===== src/design/audio_fifo_pkg.sv =====
package audio_fifo_pkg;

  // ==========================================================
  // Widths and depths
  localparam int SAMPLE_W   = 24;
  localparam int FIFO_DEPTH = 6;
  localparam int CNT_W      = 3;
  localparam int ADDR_W     = 8;
  localparam int DATA_W     = 32;
  localparam int TICK_W     = 8;

  // ==========================================================
  // Register offsets
  localparam logic [ADDR_W-1:0] ADDR_CTRL   = 8'h00;
  localparam logic [ADDR_W-1:0] ADDR_TX_LEFT  = 8'h04;
  localparam logic [ADDR_W-1:0] ADDR_TX_RIGHT = 8'h08;
  localparam logic [ADDR_W-1:0] ADDR_RX_LEFT  = 8'h0c;
  localparam logic [ADDR_W-1:0] ADDR_RX_RIGHT = 8'h10;
  localparam logic [ADDR_W-1:0] ADDR_STATUS = 8'h14;
  localparam logic [ADDR_W-1:0] ADDR_MASK   = 8'h18;
  localparam logic [ADDR_W-1:0] ADDR_LEVEL  = 8'h1c;

  // ==========================================================
  // Field layouts and reset values
  localparam int CTRL_W   = 16;
  localparam int ST_W     = 5;
  localparam int LVL_TXL  = 0;
  localparam int LVL_TXR  = 4;
  localparam int LVL_RXL  = 8;
  localparam int LVL_RXR  = 12;
  localparam int LVL_STATE = 16;
  localparam logic [CTRL_W-1:0] CTRL_RESET = 16'h0403;
  localparam logic [ST_W-1:0]   MASK_RESET = 5'h00;

  typedef struct packed {
    logic [TICK_W-1:0] tick_count;
    logic [4:0]        rsvd;
    logic              tick_src;
    logic              rx_reset;
    logic              tx_reset;
  } ctrl_type;

  typedef struct packed {
    logic sample_pair_tick_irq;
    logic rx_unov;
    logic rx_full;
    logic tx_unov;
    logic tx_empty;
  } irq_type;

  typedef enum logic [1:0] {TX_HELD, TX_PENDING, TX_RUN} tx_state_type;

endpackage


===== src/design/sample_fifo.sv =====
`timescale 1ns/1ns
`default_nettype none
module sample_fifo #(
  parameter int WIDTH = 24,
  parameter int DEPTH = 6,
  parameter int CNT_W = 3
) (
  input  wire logic             clk_i,
  input  wire logic             rstn_i,
  input  wire logic             flush_i,
  input  wire logic             preload_i,
  input  wire logic             push_i,
  input  wire logic [WIDTH-1:0] data_i,
  input  wire logic             pop_i,
  output logic      [WIDTH-1:0] head_o,
  output logic      [CNT_W-1:0] count_o,
  output logic                  full_o,
  output logic                  empty_o
);

  // ==========================================================
  // Storage
  logic [WIDTH-1:0] mem [DEPTH];
  logic [CNT_W-1:0] rd_reg;
  logic [CNT_W-1:0] wr_reg;
  logic [CNT_W-1:0] cnt_reg;
  logic             do_push;
  logic             do_pop;

  function automatic logic [CNT_W-1:0] bump(input logic [CNT_W-1:0] p);
    bump = (p == CNT_W'(DEPTH - 1)) ? '0 : p + 1'b1;
  endfunction

  // Push on full and pop on empty are dropped; caller flags them
  assign do_push = push_i && !full_o;
  assign do_pop  = pop_i && !empty_o;
  assign full_o  = (cnt_reg == CNT_W'(DEPTH));
  assign empty_o = (cnt_reg == '0);
  assign count_o = cnt_reg;
  assign head_o  = mem[rd_reg];

  always_ff @(posedge clk_i or negedge rstn_i) begin
    if (!rstn_i) begin
      rd_reg  <= '0;
      wr_reg  <= '0;
      cnt_reg <= '0;
    end else if (flush_i) begin
      // Preload leaves one silent sample queued
      rd_reg  <= '0;
      wr_reg  <= preload_i ? CNT_W'(1) : '0;
      cnt_reg <= preload_i ? CNT_W'(1) : '0;
    end else begin
      if (do_push) wr_reg <= bump(wr_reg);
      if (do_pop) rd_reg <= bump(rd_reg);
      if (do_push && !do_pop) cnt_reg <= cnt_reg + 1'b1;
      else if (do_pop && !do_push) cnt_reg <= cnt_reg - 1'b1;
    end
  end

  // Data array has no reset; occupancy guards every read
  always_ff @(posedge clk_i) begin
    if (flush_i && preload_i) mem[0] <= '0;
    else if (!flush_i && do_push) mem[wr_reg] <= data_i;
  end

endmodule // sample_fifo
`default_nettype wire


===== src/design/audio_fifo_tick_sequencer.sv =====
// Operation
// - Released transmit FIFO stays held in reset until the first sample write.
// - A held transmit FIFO contains exactly one remaining sample.
// - First write releases the hold and starts sending on the serial output.
// - Burst of 2, 3 or 4 writes brings occupancy to 3, 4 or 5.
// - Each FIFO stores at most six samples.
// - Empty event when one right sample still remains to send.
// - Underrun event when no sample remains to send.
// - During underrun the last sample is sent again until new data.
// - Tick fires after a programmed number of sample pairs, fill level ignored.
// - Receive FIFOs leave reset only when software clears their reset.
// - Tick uses a selectable source event and a pair count.
// - Tick keeps pulsing while its source FIFO is held in reset.
// - Paths use separate left and right FIFOs; empty needs both.
// - Under/overrun event when either FIFO of a pair under- or overruns.
//
// Implementation choices: the plain strobed port and the register addresses.
`timescale 1ns/1ns
`default_nettype none
module audio_fifo_tick_sequencer
  import audio_fifo_pkg::*;
#(
  parameter int SAMPLE_WIDTH = audio_fifo_pkg::SAMPLE_W,
  parameter int DEPTH        = audio_fifo_pkg::FIFO_DEPTH
) (
  input  wire logic                                clk_i,
  input  wire logic                                rstn_i,
  input  wire logic [audio_fifo_pkg::ADDR_W-1:0]   addr_i,
  input  wire logic [audio_fifo_pkg::DATA_W-1:0]   wdata_i,
  input  wire logic                                wr_i,
  input  wire logic                                rd_i,
  output logic      [audio_fifo_pkg::DATA_W-1:0]   rdata_o,
  input  wire logic                                word_clk_i,
  input  wire logic [SAMPLE_WIDTH-1:0]             rx_left_i,
  input  wire logic [SAMPLE_WIDTH-1:0]             rx_right_i,
  output logic      [SAMPLE_WIDTH-1:0]             tx_left_o,
  output logic      [SAMPLE_WIDTH-1:0]             tx_right_o,
  output logic                                     tx_active_o,
  output logic                                     irq_o
);
  import audio_fifo_pkg::*;

  // ==========================================================
  // Declarations
  ctrl_type          ctrl_reg;
  irq_type           status_reg;
  irq_type           mask_reg;
  irq_type           ev;
  tx_state_type      tx_state_reg;
  logic [DATA_W-1:0] rdata_reg;
  logic [SAMPLE_WIDTH-1:0] txl_out_reg;
  logic [SAMPLE_WIDTH-1:0] txr_out_reg;
  logic              irq_reg;
  logic              tx_active_reg;
  logic [2:0]        wc_sync_reg;
  logic              wc_level_reg;
  logic              wc_rise;
  logic              wc_fall;
  logic [TICK_W-1:0] tick_cnt_reg;
  logic              tick_src_ev;
  logic              tick_hit;
  logic              wr_ctrl;
  logic              wr_txl;
  logic              wr_txr;
  logic              rd_rxl;
  logic              rd_rxr;
  logic              wr_status;
  logic              tx_held;
  logic              tx_run;
  logic              pop_txl;
  logic              pop_txr;
  logic [SAMPLE_WIDTH-1:0] txl_head;
  logic [SAMPLE_WIDTH-1:0] txr_head;
  logic [SAMPLE_WIDTH-1:0] rxl_head;
  logic [SAMPLE_WIDTH-1:0] rxr_head;
  logic [CNT_W-1:0]  txl_cnt;
  logic [CNT_W-1:0]  txr_cnt;
  logic [CNT_W-1:0]  rxl_cnt;
  logic [CNT_W-1:0]  rxr_cnt;
  logic              txl_full;
  logic              txr_full;
  logic              rxl_full;
  logic              rxr_full;
  logic              txl_empty;
  logic              txr_empty;
  logic              rxl_empty;
  logic              rxr_empty;

  function automatic logic [TICK_W-1:0] tick_limit(input logic [TICK_W-1:0] c);
    // A count of zero behaves as one pair per tick
    tick_limit = (c == '0) ? TICK_W'(1) : c;
  endfunction

  function automatic logic [DATA_W-1:0] widen(input logic [SAMPLE_WIDTH-1:0] s);
    widen = DATA_W'(s);
  endfunction

  // ==========================================================
  // Register port decode
  assign wr_ctrl   = wr_i && (addr_i == ADDR_CTRL);
  assign wr_txl    = wr_i && (addr_i == ADDR_TX_LEFT);
  assign wr_txr    = wr_i && (addr_i == ADDR_TX_RIGHT);
  assign wr_status = wr_i && (addr_i == ADDR_STATUS);
  assign rd_rxl    = rd_i && (addr_i == ADDR_RX_LEFT);
  assign rd_rxr    = rd_i && (addr_i == ADDR_RX_RIGHT);

  always_ff @(posedge clk_i or negedge rstn_i) begin
    if (!rstn_i) begin
      ctrl_reg <= CTRL_RESET;
      mask_reg <= MASK_RESET;
    end else begin
      if (wr_ctrl) ctrl_reg <= ctrl_type'(wdata_i[CTRL_W-1:0]);
      if (wr_i && (addr_i == ADDR_MASK)) mask_reg <= irq_type'(wdata_i[ST_W-1:0]);
    end
  end

  always_ff @(posedge clk_i or negedge rstn_i) begin
    if (!rstn_i) begin
      rdata_reg <= '0;
    end else if (rd_i) begin
      if (addr_i == ADDR_CTRL) begin
        rdata_reg <= DATA_W'(ctrl_reg);
      end else if (addr_i == ADDR_RX_LEFT) begin
        rdata_reg <= rxl_empty ? '0 : widen(rxl_head);
      end else if (addr_i == ADDR_RX_RIGHT) begin
        rdata_reg <= rxr_empty ? '0 : widen(rxr_head);
      end else if (addr_i == ADDR_STATUS) begin
        rdata_reg <= DATA_W'(status_reg);
      end else if (addr_i == ADDR_MASK) begin
        rdata_reg <= DATA_W'(mask_reg);
      end else if (addr_i == ADDR_LEVEL) begin
        rdata_reg <= (DATA_W'(txl_cnt) << LVL_TXL) | (DATA_W'(txr_cnt) << LVL_TXR)
                   | (DATA_W'(rxl_cnt) << LVL_RXL) | (DATA_W'(rxr_cnt) << LVL_RXR)
                   | (DATA_W'(tx_state_reg) << LVL_STATE);
      end else begin
        rdata_reg <= '0;
      end
    end else begin
      rdata_reg <= '0;
    end
  end

  // ==========================================================
  // Word clock synchroniser
  // Edge counts only once stages two and three agree
  always_ff @(posedge clk_i or negedge rstn_i) begin
    if (!rstn_i) begin
      wc_sync_reg  <= '0;
      wc_level_reg <= 1'b0;
    end else begin
      wc_sync_reg <= {wc_sync_reg[1:0], word_clk_i};
      if (wc_sync_reg[1] == wc_sync_reg[2]) wc_level_reg <= wc_sync_reg[2];
    end
  end

  // Rising half of the word clock carries left, falling half right
  assign wc_rise = (wc_sync_reg[1] == wc_sync_reg[2]) && wc_sync_reg[2] && !wc_level_reg;
  assign wc_fall = (wc_sync_reg[1] == wc_sync_reg[2]) && !wc_sync_reg[2] && wc_level_reg;

  // ==========================================================
  // Transmit hold sequence
  assign tx_held = (tx_state_reg == TX_HELD);
  assign tx_run  = (tx_state_reg == TX_RUN);

  always_ff @(posedge clk_i or negedge rstn_i) begin
    if (!rstn_i) begin
      tx_state_reg <= TX_HELD;
    end else begin
      case (tx_state_reg)
        TX_HELD: begin
          if (!ctrl_reg.tx_reset) tx_state_reg <= TX_PENDING;
        end
        TX_PENDING: begin
          if (ctrl_reg.tx_reset) tx_state_reg <= TX_HELD;
          else if (wr_txl || wr_txr) tx_state_reg <= TX_RUN;
        end
        TX_RUN: begin
          if (ctrl_reg.tx_reset) tx_state_reg <= TX_HELD;
        end
        default: begin
          tx_state_reg <= TX_HELD;
        end
      endcase
    end
  end

  // Flag tracks the next state so the pin rises with the state itself
  always_ff @(posedge clk_i or negedge rstn_i) begin
    if (!rstn_i) begin
      tx_active_reg <= 1'b0;
    end else begin
      tx_active_reg <= !ctrl_reg.tx_reset && (tx_run || ((tx_state_reg == TX_PENDING) && (wr_txl || wr_txr)));
    end
  end

  // ==========================================================
  // FIFO pairs
  // Nothing leaves the FIFO before the first write of the handler
  assign pop_txl = tx_run && wc_rise;
  assign pop_txr = tx_run && wc_fall;

  // Releasing reset preloads one silent sample into each side
  sample_fifo #(.WIDTH(SAMPLE_WIDTH), .DEPTH(DEPTH), .CNT_W(CNT_W)) u_tx_left (
    .clk_i    (clk_i),
    .rstn_i   (rstn_i),
    .flush_i  (tx_held),
    .preload_i(!ctrl_reg.tx_reset),
    .push_i   (wr_txl && !tx_held),
    .data_i   (wdata_i[SAMPLE_WIDTH-1:0]),
    .pop_i    (pop_txl),
    .head_o   (txl_head),
    .count_o  (txl_cnt),
    .full_o   (txl_full),
    .empty_o  (txl_empty)
  );

  sample_fifo #(.WIDTH(SAMPLE_WIDTH), .DEPTH(DEPTH), .CNT_W(CNT_W)) u_tx_right (
    .clk_i    (clk_i),
    .rstn_i   (rstn_i),
    .flush_i  (tx_held),
    .preload_i(!ctrl_reg.tx_reset),
    .push_i   (wr_txr && !tx_held),
    .data_i   (wdata_i[SAMPLE_WIDTH-1:0]),
    .pop_i    (pop_txr),
    .head_o   (txr_head),
    .count_o  (txr_cnt),
    .full_o   (txr_full),
    .empty_o  (txr_empty)
  );

  // Receive side has no automatic release
  sample_fifo #(.WIDTH(SAMPLE_WIDTH), .DEPTH(DEPTH), .CNT_W(CNT_W)) u_rx_left (
    .clk_i    (clk_i),
    .rstn_i   (rstn_i),
    .flush_i  (ctrl_reg.rx_reset),
    .preload_i(1'b0),
    .push_i   (wc_rise),
    .data_i   (rx_left_i),
    .pop_i    (rd_rxl),
    .head_o   (rxl_head),
    .count_o  (rxl_cnt),
    .full_o   (rxl_full),
    .empty_o  (rxl_empty)
  );

  sample_fifo #(.WIDTH(SAMPLE_WIDTH), .DEPTH(DEPTH), .CNT_W(CNT_W)) u_rx_right (
    .clk_i    (clk_i),
    .rstn_i   (rstn_i),
    .flush_i  (ctrl_reg.rx_reset),
    .preload_i(1'b0),
    .push_i   (wc_fall),
    .data_i   (rx_right_i),
    .pop_i    (rd_rxr),
    .head_o   (rxr_head),
    .count_o  (rxr_cnt),
    .full_o   (rxr_full),
    .empty_o  (rxr_empty)
  );

  // ==========================================================
  // Serial sample outputs
  // An empty pop leaves the output alone, so the last sample repeats
  always_ff @(posedge clk_i or negedge rstn_i) begin
    if (!rstn_i) begin
      txl_out_reg <= '0;
      txr_out_reg <= '0;
    end else begin
      if (pop_txl && !txl_empty) txl_out_reg <= txl_head;
      if (pop_txr && !txr_empty) txr_out_reg <= txr_head;
    end
  end

  // ==========================================================
  // Sample pair tick
  assign tick_src_ev = ctrl_reg.tick_src ? wc_fall : wc_rise;
  assign tick_hit    = tick_src_ev && (tick_cnt_reg >= tick_limit(ctrl_reg.tick_count) - 1'b1);

  // Counts word clock edges, not FIFO traffic, so reset never stops it
  always_ff @(posedge clk_i or negedge rstn_i) begin
    if (!rstn_i) begin
      tick_cnt_reg <= '0;
    end else if (wr_ctrl || tick_hit) begin
      tick_cnt_reg <= '0;
    end else if (tick_src_ev) begin
      tick_cnt_reg <= tick_cnt_reg + 1'b1;
    end
  end

  // ==========================================================
  // Events and interrupt
  always_comb begin
    ev = '0;
    // Left goes out first; after it only one right sample is left
    ev.tx_empty = pop_txl && (txl_cnt == CNT_W'(1)) && (txr_cnt == CNT_W'(1));
    ev.tx_unov  = (pop_txl && txl_empty) || (pop_txr && txr_empty)
                || (wr_txl && !tx_held && txl_full) || (wr_txr && !tx_held && txr_full);
    ev.rx_full  = !ctrl_reg.rx_reset && rxl_full && rxr_full;
    ev.rx_unov  = (rd_rxl && rxl_empty) || (rd_rxr && rxr_empty)
                || (wc_rise && rxl_full) || (wc_fall && rxr_full);
    ev.sample_pair_tick_irq = tick_hit;
  end

  // A new event wins over a clear written in the same cycle
  always_ff @(posedge clk_i or negedge rstn_i) begin
    if (!rstn_i) begin
      status_reg <= '0;
    end else begin
      status_reg <= (status_reg & ~(wr_status ? irq_type'(wdata_i[ST_W-1:0]) : irq_type'('0))) | ev;
    end
  end

  always_ff @(posedge clk_i or negedge rstn_i) begin
    if (!rstn_i) begin
      irq_reg <= 1'b0;
    end else begin
      irq_reg <= |(status_reg & mask_reg);
    end
  end

  assign rdata_o     = rdata_reg;
  assign tx_left_o   = txl_out_reg;
  assign tx_right_o  = txr_out_reg;
  assign tx_active_o = tx_active_reg;
  assign irq_o       = irq_reg;

  // ==========================================================
  // Checks
  chk_pending_stays_held: assert property (@(posedge clk_i) disable iff (!rstn_i)
    (tx_state_reg == TX_PENDING) && !wr_txl && !wr_txr && !ctrl_reg.tx_reset |=> (tx_state_reg == TX_PENDING))
    else $error("transmit FIFO left hold without a write");

  chk_pending_one_sample: assert property (@(posedge clk_i) disable iff (!rstn_i)
    (tx_state_reg == TX_PENDING) |-> (txl_cnt == CNT_W'(1)) && (txr_cnt == CNT_W'(1)))
    else $error("held transmit FIFO does not hold one sample");

  chk_first_write_runs: assert property (@(posedge clk_i) disable iff (!rstn_i)
    (tx_state_reg == TX_PENDING) && wr_txl && !ctrl_reg.tx_reset |=> tx_run ##0 tx_active_o)
    else $error("first write did not start transmission");

  chk_burst_fill: assert property (@(posedge clk_i) disable iff (!rstn_i)
    (tx_state_reg == TX_PENDING) && wr_txl && !ctrl_reg.tx_reset ##1 (wr_txl && !pop_txl && !ctrl_reg.tx_reset)
    |=> (txl_cnt == CNT_W'(3)))
    else $error("burst of two did not give three samples");

  chk_depth_limit: assert property (@(posedge clk_i) disable iff (!rstn_i)
    (txl_cnt <= CNT_W'(DEPTH)) && (rxr_cnt <= CNT_W'(DEPTH)))
    else $error("FIFO occupancy above six");

  chk_empty_event: assert property (@(posedge clk_i) disable iff (!rstn_i)
    pop_txl && (txl_cnt == CNT_W'(1)) && (txr_cnt == CNT_W'(1)) |=> status_reg.tx_empty ##1 irq_o || !mask_reg.tx_empty)
    else $error("empty event missing with one right sample left");

  chk_underrun_repeat: assert property (@(posedge clk_i) disable iff (!rstn_i)
    pop_txl && txl_empty |=> status_reg.tx_unov && $stable(tx_left_o))
    else $error("underrun not flagged or sample not repeated");

  chk_tick_period: assert property (@(posedge clk_i) disable iff (!rstn_i)
    tick_hit && !wr_ctrl |=> status_reg.sample_pair_tick_irq && (tick_cnt_reg == '0))
    else $error("tick not raised or counter not restarted");

  chk_tick_in_reset: assert property (@(posedge clk_i) disable iff (!rstn_i)
    tick_src_ev && !tick_hit && !wr_ctrl |=> (tick_cnt_reg == $past(tick_cnt_reg) + 1'b1))
    else $error("tick counter stalled");

  chk_count_restart: assert property (@(posedge clk_i) disable iff (!rstn_i)
    wr_ctrl |=> (tick_cnt_reg == '0))
    else $error("tick counter not restarted on count change");

  chk_rx_manual: assert property (@(posedge clk_i) disable iff (!rstn_i)
    ctrl_reg.rx_reset && !wr_ctrl |=> ctrl_reg.rx_reset && (rxl_cnt == '0))
    else $error("receive FIFO left reset by itself");

endmodule // audio_fifo_tick_sequencer
`default_nettype wire


===== config.mk =====
export PLATFORM = sky130hd
export DESIGN_NAME = audio_fifo_tick_sequencer
export DESIGN_NICKNAME = d
export VERILOG_FILES = /design/src/design/audio_fifo_pkg.sv /design/src/design/sample_fifo.sv /design/src/design/audio_fifo_tick_sequencer.sv
export SDC_FILE = /design/constraint.sdc
export NUM_CORES = 1
export LEC_CHECK = 0
export BUFFER_PORTS_ARGS = -buffer_cell sky130_fd_sc_hd__clkbuf_2
export CORE_UTILIZATION = 55
export DETAILED_ROUTE_END_ITERATION = 12
export PLACE_DENSITY = 0.73
export SETUP_SLACK_MARGIN = 0.1
export SLEW_MARGIN = 20
export SYNTH_ARGS = -nofsm -noshare
export SYNTH_HDL_FRONTEND = slang
export SYNTH_SLANG_ARGS = --single-unit

===== constraint.sdc =====
create_clock -name clk_i -period 5.5 [get_ports clk_i]
set_input_delay 0.55 -clock clk_i [delete_from_list [all_inputs] [get_ports clk_i]]
set_output_delay 0.55 -clock clk_i [all_outputs]
set_load 0.02 [all_outputs]

==> Word level (Yosys, flattened, before mapping) <==
Memories as Yosys holds them, arrays and structs flattened. A register that Yosys moved wholly into a read port is not among the register bits.
Cells that the tools add are included.
{ "op_classes": {"n_bitwise": 8, "reduce_logical": 107, "n_lt_le_gt_ge": 1, "n_eq_ne": 27, "add_sub_neg": 18, "muxes": 74} }
{ "ops": {"columns": ["cell", "count"], "rows": [
  ["$mux W32", 4],
  ["$mux W3", 38],
  ["$mux W24", 4],
  ["$mux W18", 3],
  ["$logic_and A1 B1 Y1", 51],
  ["$reduce_or A24 Y1", 2],
  ["$add A3 B1 Y3 const B", 12],
  ["$eq A3 B3 Y1 const B", 12],
  ["$eq A8 B5 Y1 const B", 4],
  ["$mux W8", 3],
  ["$logic_not A1 Y1", 23],
  ["$or A15 B18 Y18", 1],
  ["$reduce_bool A2 Y1", 9],
  ["$eq A8 B4 Y1 const B", 2],
  ["$logic_not A8 Y1", 2],
  ["$mux W1", 16],
  ["$or A11 B15 Y15", 1],
  ["$logic_not A3 Y1", 4],
  ["$reduce_bool A3 Y1", 4],
  ["$sub A3 B1 Y3 const B", 4],
  ["$or A7 B11 Y11", 1],
  ["$and A5 B5 Y5", 2],
  ["$logic_or A1 B1 Y1", 9],
  ["$add A8 B1 Y8 const B", 1],
  ["other kinds (18)", 23]
]} }
{ "totals": {"output_inout_bits": 82, "memories": 4, "word_cells": 273, "register_bits": 110, "ramBits": 576} }
{ "mem_list": {"columns": ["name", "depth", "word_bits", "read_ports", "rd_clocked_by_memory_dff", "write_ports", "line_no", "text"], "rows": [
  ["u_rx_left.mem", 6, 24, 1, 0, 1, "sample_fifo.sv:23", "logic [WIDTH-1:0] mem [DEPTH];"],
  ["u_rx_right.mem", 6, 24, 1, 0, 1, "sample_fifo.sv:23", null],
  ["u_tx_left.mem", 6, 24, 1, 1, 1, "sample_fifo.sv:23", null],
  ["u_tx_right.mem", 6, 24, 1, 1, 1, "sample_fifo.sv:23", null]
]} }

==> Logic depth before layout (Yosys ltp) <==
Gate-level depths: netlist of the first run.
{ "logic_depth": {"word_depth": 11, "depth_mapped": 14, "depth_no_buf": 13} }

==> Modules after synthesis <==
A second synthesis of the first run with hierarchy kept.
{ "unflattened": {"hier_cells": 1936, "area_unflattened_um2": 30421.7} }
{ "modules_own_cells": {"columns": ["mod", "seq_area_each_um2", "cells_per_inst", "n_inst", "area_per_inst_um2"], "rows": [
  ["sample_fifo at u_rx_right ...", 4549.4, 367, 2, 6193.4],
  ["sample_fifo at u_rx_left", 4549.4, 370, 1, 6273.5],
  ["sample_fifo at u_tx_right", 4549.4, 368, 1, 6182.2],
  ["audio_fifo_tick_sequencer", 2856.5, 464, 1, 5579.1]
]} }

==> Worst setup path before layout of the first run <==
OpenSTA, ideal clock, no wires.
{ "synth_path": {"kind": "input port to flip-flop", "from": "input addr_i[4] in the netlist's numbering", "to": "memory u_tx_left.mem[4][0] (enable)", "setup_slack_ns": 0.748, "setup_time_ns": 0.474, "t_arrival_ns": 4.278, "path_stages": 6, "path_buffers": 2, "cell_sequence": "or4_4 buf_6 nor3_4 buf_6 nand2_1 nor4b_1"} }
{ "synth_via": {"elab_chain_len": 10} }
{ "synth_lines": {"columns": ["element", "line_no", "text"], "rows": [
  ["start, declared", "audio_fifo_tick_sequencer.sv:28", "input wire logic [audio_fifo_pkg::ADDR_W-1:0] addr_i,"],
  ["$eq A8 B3 Y1 *", "audio_fifo_tick_sequencer.sv:101", "assign wr_txl = wr_i && (addr_i == ADDR_TX_LEFT);"],
  ["$logic_and A1 B1 Y1 *", "audio_fifo_tick_sequencer.sv:101", null],
  ["$logic_and A1 B1 Y1 *", "audio_fifo_tick_sequencer.sv:208", ".push_i (wr_txl && !tx_held),"],
  ["$logic_and A1 B1 Y1 *", "sample_fifo.sv:35", "assign do_push = push_i && !full_o;"],
  ["$logic_and A1 B1 Y1 *", "sample_fifo.sv:63", "else if (!flush_i && do_push) mem[wr_reg] <= data_i;"],
  ["$mux W1 *", "sample_fifo.sv:63", null],
  ["$mux W1 *", "sample_fifo.sv:62", "if (flush_i && preload_i) mem[0] <= '0;"],
  ["$mux W1 (implied by the code) *", "sample_fifo.sv:63", null],
  ["$reduce_or A24 Y1 (no source line)", null, null],
  ["$mux W3 (no source line) or $mux W1 (tied branches)", null, null],
  ["end, declared", "sample_fifo.sv:23", null]
]} }
Every way passes the cells marked *; elsewhere a longest branch is shown, timed or not.

==> Final worst setup path of the first run <==
{ "layout_path": {"from": "register ctrl_reg[12] in the netlist's numbering", "to": "register tick_cnt_reg[7]"} }
{ "layout_via": {"elab_chain_len": 7} }
{ "layout_lines": {"columns": ["element", "line_no", "text"], "rows": [
  ["start, declared", "audio_fifo_tick_sequencer.sv:45", "ctrl_type ctrl_reg;"],
  ["start signal, assigned", "audio_fifo_tick_sequencer.sv:112", "if (wr_ctrl) ctrl_reg <= ctrl_type'(wdata_i[CTRL_W-1:0]);"],
  ["$logic_not A8 Y1", "audio_fifo_tick_sequencer.sv:91", "tick_limit = (c == '0) ? TICK_W'(1) : c;"],
  ["$mux W8 *", "audio_fifo_tick_sequencer.sv:91", null],
  ["$sub A8 B1 Y8 *", "audio_fifo_tick_sequencer.sv:276", "assign tick_hit = tick_src_ev && (tick_cnt_reg >= tick_limit(ctrl_reg.tick_count) - 1'b1);"],
  ["$ge A8 B8 Y1 *", "audio_fifo_tick_sequencer.sv:276", null],
  ["$logic_and A1 B1 Y1 *", "audio_fifo_tick_sequencer.sv:276", null],
  ["$logic_or A1 B1 Y1 *", "audio_fifo_tick_sequencer.sv:282", "end else if (wr_ctrl || tick_hit) begin"],
  ["$mux W8 or $reduce_bool A2 Y1 (tied branches)", null, null],
  ["end signal, assigned", "audio_fifo_tick_sequencer.sv:285", "tick_cnt_reg <= tick_cnt_reg + 1'b1;"],
  ["end, declared", "audio_fifo_tick_sequencer.sv:59", "logic [TICK_W-1:0] tick_cnt_reg;"]
]} }
Marked as above.
A chain may end at the register's enable or synchronous reset.

==> results of run 1 <==
## cell usage after synthesis (22+ instances only)
| master | number |
|---|---|
| a211oi_1 | 30 |
| a21oi_1 | 58 |
| a221oi_1 | 26 |
| and3_1 | 49 |
| buf_2 | 25 |
| clkbuf_1 | 73 |
| dfrtp_1 | 147 |
| edfxtp_1 | 576 |
| ha_1 | 22 |
| mux2i_1 | 129 |
| mux4_2 | 70 |
| nand2_1 | 213 |
| nand3_1 | 26 |
| nor2_1 | 56 |
| nor2b_1 | 29 |
| o21ai_0 | 125 |
## area by class of cell
| type | instances | share of cell area |
|---|---|---|
| inverter | 18 | 0.00203 |
| antenna | 3 | 0.000225 |
| tap | 688 | 0.0258 |
| sequential | 726 | 0.632 |
| multi-input combinational | 1040 | 0.238 |
| clock buffer | 96 | 0.0577 |
| timing repair buffer | 198 | 0.0329 |
| clock inverter | 35 | 0.0110 |
## critical path, delay by kind of cell, from the launching register on
family	cells	cell delay, ns
adder cells (fa/ha/maj)	2	0.43
AO/OA/AOI/OAI	4	0.87
buffers and inverters	1	0.08
flip-flops	1	0.43
AND/OR/NAND/NOR	5	2.02
XOR/XNOR	1	0.07
## through the flow
stage	utilization	total power [mW]
floorplan	-	6.91
global placement	0.589	7.21
detailed placement	0.589	7.27
CTS	0.632	12.0
global route	0.632	12.3
finish	0.633	11.9
## worst min-delay path by stage
stage	startpoint	slack, ns	end	depth (start not counted)
final	rstn_i	-0.02	tx_left_o[13]	1
after global placement	wc_sync_reg[0]	0.34	wc_sync_reg[1]	0
after CTS	rstn_i	0.009	tx_left_o[13]	1
after detailed placement	wc_sync_reg[0]	0.34	wc_sync_reg[1]	0
after floorplan	rstn_i	0.25	ctrl_reg[11]	0
after global routing	rstn_i	0.04	tx_left_o[13]	1
## power breakdown
group / internal [mW] / leakage (nW) / total, mW / switching (mW)
Sequential: 6.12 / 7.34 / 6.34 / 0.218
Clock: 2.76 / 1.12 / 4.78 / 2.02
Combinational: 0.322 / 3.27 / 0.815 / 0.494
Total: 9.21 / 11.7 / 11.9 / 2.73
## metal layers
metal	vias up	wire, microns	share of wire
met5	-	34	0.00053
met4	6	1720	0.027
met3	92	4560	0.071
met2	570	32700	0.51
met1	8468	25200	0.39
li1	7627	-	-
## logic make-up (layout without fill, tap and decap cells)
logic type / Yosys count / in the layout
buffers and inverters: 136 / 347
flip-flops: 726 / 726
AND/OR/NAND/NOR: 475 / 475
other: 1 / 11
adder cells (fa/ha/maj): 24 / 24
XOR/XNOR: 15 / 15
AO/OA/AOI/OAI: 312 / 312
multiplexers: 206 / 206
==> flow_summary.toml, run 1 <==
[run_status]
status = "finished with violations"
violations = "hold timing"

[floorplan]
start_util = 0.558
die-area_sq_um = 54400
rows = 84
io_pins = 175
die_x_microns = 233
coreArea_sq_um = 52700
fp.dieH_microns = 233

[critical_path]
r2r_cells = 13
cp.required_ns = 6.04
r2r_end = "tick_cnt_reg[7]"
startpoint = "ctrl_reg[12]"
slowest_delay_ns = 0.62
cp_slowest_cell = "or4b_2"
worstSetupPathType = "flip-flop to flip-flop"
crit_fanout = 14
worst_setup_path_end_kind = "flip-flop"
arrival_ns = 4.53
startpoint_type = "flip-flop"
critical_path.endpoint = "tick_cnt_reg[7]"
critical_path.cell_chain = "or4_1 > nor3_1 > a21oi_1 > ha_1 > inv_1 > or3_1 > xor2_1 > ha_1 > or4_1 > a21oi_1 > o31a_1 > or4b_2 > a31oi_1"
rr_startpoint = "ctrl_reg[12]"
r2r_setup_slack_ns = 1.51

[final_layout]
drive_above_1_share = 0.204
multi_input_area_sq_um = 7920
ff_latch_area_sq_um = 21100
final_common_cell = "edfxtp_1"
area_growth_syn_to_layout_pct = 13.4
layout_common_cells = "edfxtp_1, nand2_1, clkbuf_2"
nFillCells = 3677
finalInstanceArea_sq_um = 33300
final_nets = 2173
stdcell_count = 2804

[timing]
slew_headroom = 0.264
slew_viol_final = 0
hold_ws_ns = -0.0207
max_slew.worst_pin.slew_ns = 1.10
final-setup-viol-count = 0
rsz0062_at_grt = "no"
finalWorstSetupSlack_ns = 1.51
setup-tns-final_ns = 0
period_minus_slack_ns = 3.99
hold_viol = 13
period_share = 0.725
fmaxAchievable_mhz = 251
fin_skew_ns = 0.0322

[synth]
synthSimpleGateAreaFrac = 0.0821
synth-edff-count = 576
synth_area_per_cell_sq_um = 15.5
synth.top_cells.by_area = "edfxtp_1, dfrtp_1, mux4_2, mux2i_1, nand2_1"
synth_xor_area_frac = 0.00447
yosys.area.top_type = "edfxtp_1"
synth_cells = 1895
synth_compound_area_frac = 0.0658
ys.flop_type = "edfxtp_1"
yosys_register_bits = 726
async_flop_share = 0.207
yosysWarnings = 0
synthAdderAreaFrac = 0.0107
yosysSeqAreaShare = 0.717
synth_top_family_by_area = "multiplexers"
synth_area_sq_um = 29400
synth.mux.area_fraction = 0.100
yosysTopAreaCellShare = 0.589
synth.distinct_cells = 72

[route]
vias_per_cell = 5.98
drc = 0
drt-wirelength-per-cell_microns = 22.9
drt_iter0_drc = 1448
dr.pass1.iters = 6
vias = 16800
wl_microns = 64300
drtAntennaViolNets = 0

[grt]
use_met3 = 0.0533
use_met2 = 0.404
grt_max_degree = 83
grt_pass1_wl_microns = 97200
grt.met1_usage = 0.309
grt_pass1_vias = 16700
grt_use_total = 0.241
grt.overflow.total = 0
antenna_found_initial = 5
top_usage_layer = "met2"

[pwr]
p_per_area_nw_per_um2 = 359
p_leak_nw = 11.7
ir_worst_vdd_v = 0.000300

[clock_tree]
clockRootBuffer = "clkbuf_16"
insertion_delay_ns = 0.62
cts-buffers-inserted = 72
cts.sinks = 726
cts_htree_levels = 3
cts_tree = "done"
ctsResizeCount = 0
cts_buffer_depth = 3
cts.hold.buffers_added = 0
path_clk_slew_ns = 0.06
cts_setup_buffers = 0

[placed_design]
placed_cells_incl_taps = 2670
dp_hpwl_microns = 39700
place_ws_ns = 1.56
numPortBuffers = 158
routabilityCongestion = 0.875
postPlaceCellArea_sq_um = 31000

[job]
maxCapViolCount = 0

[worst_hold_path]
hp-class = "input port to async pin"
(Power assumes the default switching activity.)
==> inputs of run 2 (changes only) <==
- PLACE_DENSITY: 0.73 -> 0.76
- clock period: 5.5 -> 3.5 ns (I/O delays scaled with it)
==> flow_summary.toml, run 2 (synthesized netlist as in run 1, its figures left out) <==
[run_status]
status = "complete, no violations"

[grt]
grt_pass1_vias = 17500
antenna_found_initial = 6
grt_use_total = 0.256
grt_max_degree = 90
grt_pass1_wl_microns = 103000
grt.overflow.total = 0

[route]
drt_iter0_drc = 1682
wl_met1_microns = 25600
drt-wirelength-per-cell_microns = 23.5
drtAntennaViolNets = 0
wl_microns = 68000
wl_met3_microns = 4970
top_layer_used = "met5"
dr.pass1.iters = 5
vias_per_cell = 6.00
vias = 17400
drc = 0
met2_length_microns = 34200

[final_layout]
area_growth_syn_to_layout_pct = 17.4
layout_common_cells = "edfxtp_1, nand2_1, clkbuf_2"
finalInstanceArea_sq_um = 34500
n_antenna_cell = 0
nFillCells = 3525
post-route-util = 0.655
drive_above_1_share = 0.227
final_common_cell = "edfxtp_1"
final_nets = 2266

[floorplan]
start_util = 0.558
fp.dieH_microns = 233
die-area_sq_um = 54400
io_pins = 175
rows = 84
die_x_microns = 233
coreArea_sq_um = 52700

[timing]
fmaxAchievable_mhz = 295
period_share = 0.967
slew_viol_final = 0
rsz0062_at_grt = "yes"
period_minus_slack_ns = 3.39
hold_ws_ns = 0.0566
slew_headroom = 0.379
fin_skew_ns = 0.0242
max_slew.worst_pin.slew_ns = 0.931
finalWorstSetupSlack_ns = 0.114
hold_viol = 0
final-setup-viol-count = 0

[pwr]
p_per_area_nw_per_um2 = 567
p_sw_mw = 4.46
power_frac_clock = 0.413
seq_power_share = 0.511
power_frac_comb = 0.077
ir_worst_vdd_v = 0.000458
total_power_mw = 19.6
swShare = 0.228
p_int_mw = 15.1
p_leak_nw = 12.3

[clock_tree]
cts_tree = "done"
cts.sinks = 726
insertion_delay_ns = 0.62
cts_buffer_depth = 3
path_clk_slew_ns = 0.07
cts-buffers-inserted = 73
clockRootBuffer = "clkbuf_16"
cts_htree_levels = 3

[placed_design]
numPortBuffers = 158
routabilityCongestion = 0.895
dp_hpwl_microns = 42100
place_ws_ns = -0.0838
postPlaceCellArea_sq_um = 31400

[critical_path]
slowest_delay_ns = 0.56
worstSetupPathType = "flip-flop to flip-flop"
cp_slowest_cell = "or4_4"
cp.required_ns = 4.04
critical_path.cell_chain = "or4_4 > nor3_4 > a21oi_2 > ha_2 > inv_2 > or3_4 > xor2_2 > ha_2 > or4_4 > a21oi_2 > o31a_1 > buf_4 > or4b_4 > a31oi_4"
crit_fanout = 3
cp.buffers_inverters = 2
arrival_ns = 3.93
worst_setup_path_end_kind = "flip-flop"
r2r_setup_slack_ns = 0.11
crit_family = "simple AND/OR/NAND/NOR gates"
startpoint_type = "flip-flop"

[job]
maxCapViolCount = 0

[worst_hold_path]
hp-class = "input port to flip-flop"
## run 2: changes by cell type in the layout (fill, tap and decap cells not counted), moves of 5 or more
cell / delta
clkbuf_8: +6
nor2_2: +5
clkbuf_1: -10
buf_4: +38
dlygate4sd3_1: +50
nor2_4: -5
## run 2: power by group through the flow
stage / logic [mW] / registers (mW) / clock network [mW]
2_1_floorplan: 0.864 / 10.0 / 0
3_3_place_gp: 1.30 / 10.1 / 0
3_5_place_dp: 1.37 / 10.1 / 0
4_1_cts: 1.46 / 9.98 / 8.18
5_1_grt: 1.66 / 10.0 / 8.50
6_report: 1.50 / 9.99 / 8.08
## run 2: cell type report
| type | instances | area [sq um] | share of cell area |
|---|---|---|---|
| Inverter | 18 | 67.6 | 0.00196 |
| Clock inverter | 37 | 425 | 0.0123 |
| Tap cell | 688 | 861 | 0.0249 |
| Timing Repair Buffer | 290 | 1960 | 0.0569 |
| Sequential cell | 726 | 21100 | 0.610 |
| Clock buffer | 96 | 2070 | 0.0599 |
| Multi-Input combinational cell | 1040 | 8060 | 0.234 |
## run 2: timing repair
action,4_1_cts,5_1_grt
setup endpoints to repair,3,8
hold buffers,50,0
gates resized for setup,11,5
endpoints found under the hold margin,374,0
setup buffers,4,2
pin swaps,9,8
## run 2: path summary, 6_finish.rpt
check,from,endpoint,depth (start not counted)
setup / recovery,ctrl_reg[13],tick_cnt_reg[7],14
hold / removal,wdata_i[5],ctrl_reg[5],3
setup reg to reg,ctrl_reg[13],tick_cnt_reg[7],14
hold reg to reg,wc_sync_reg[0],wc_sync_reg[1],0
max in group asynchronous,rstn_i,tx_right_o[10],3
min in group asynchronous,rstn_i,tx_left_o[20],2
## run 2: metrics by stage
step                      std cells  TNS [ns]
after floorplan                1902    -68.60
after detailed placement       2706    -0.190
after global placement         2706         0
final                          2895         0
after global routing           2895   -0.0314
after CTS                      2893         0
## run 2: worst reg2reg max path, stage by stage (launching register included)
cell	delay [ns]
dfrtp_1	0.38
or4_4	0.56
nor3_4	0.16
a21oi_2	0.09
ha_2	0.20
inv_2	0.05
or3_4	0.11
xor2_2	0.06
ha_2	0.18
or4_4	0.48
a21oi_2	0.12
o31a_1	0.17
buf_4	0.12
or4b_4	0.47
a31oi_4	0.15
## run 2: layer usage
layer / vias to the layer above / global-route usage
met5: - / 0
met4: 12 / 0.120
met3: 184 / 0.0585
met2: 700 / 0.428
met1: 8668 / 0.317
li1: 7802 / -
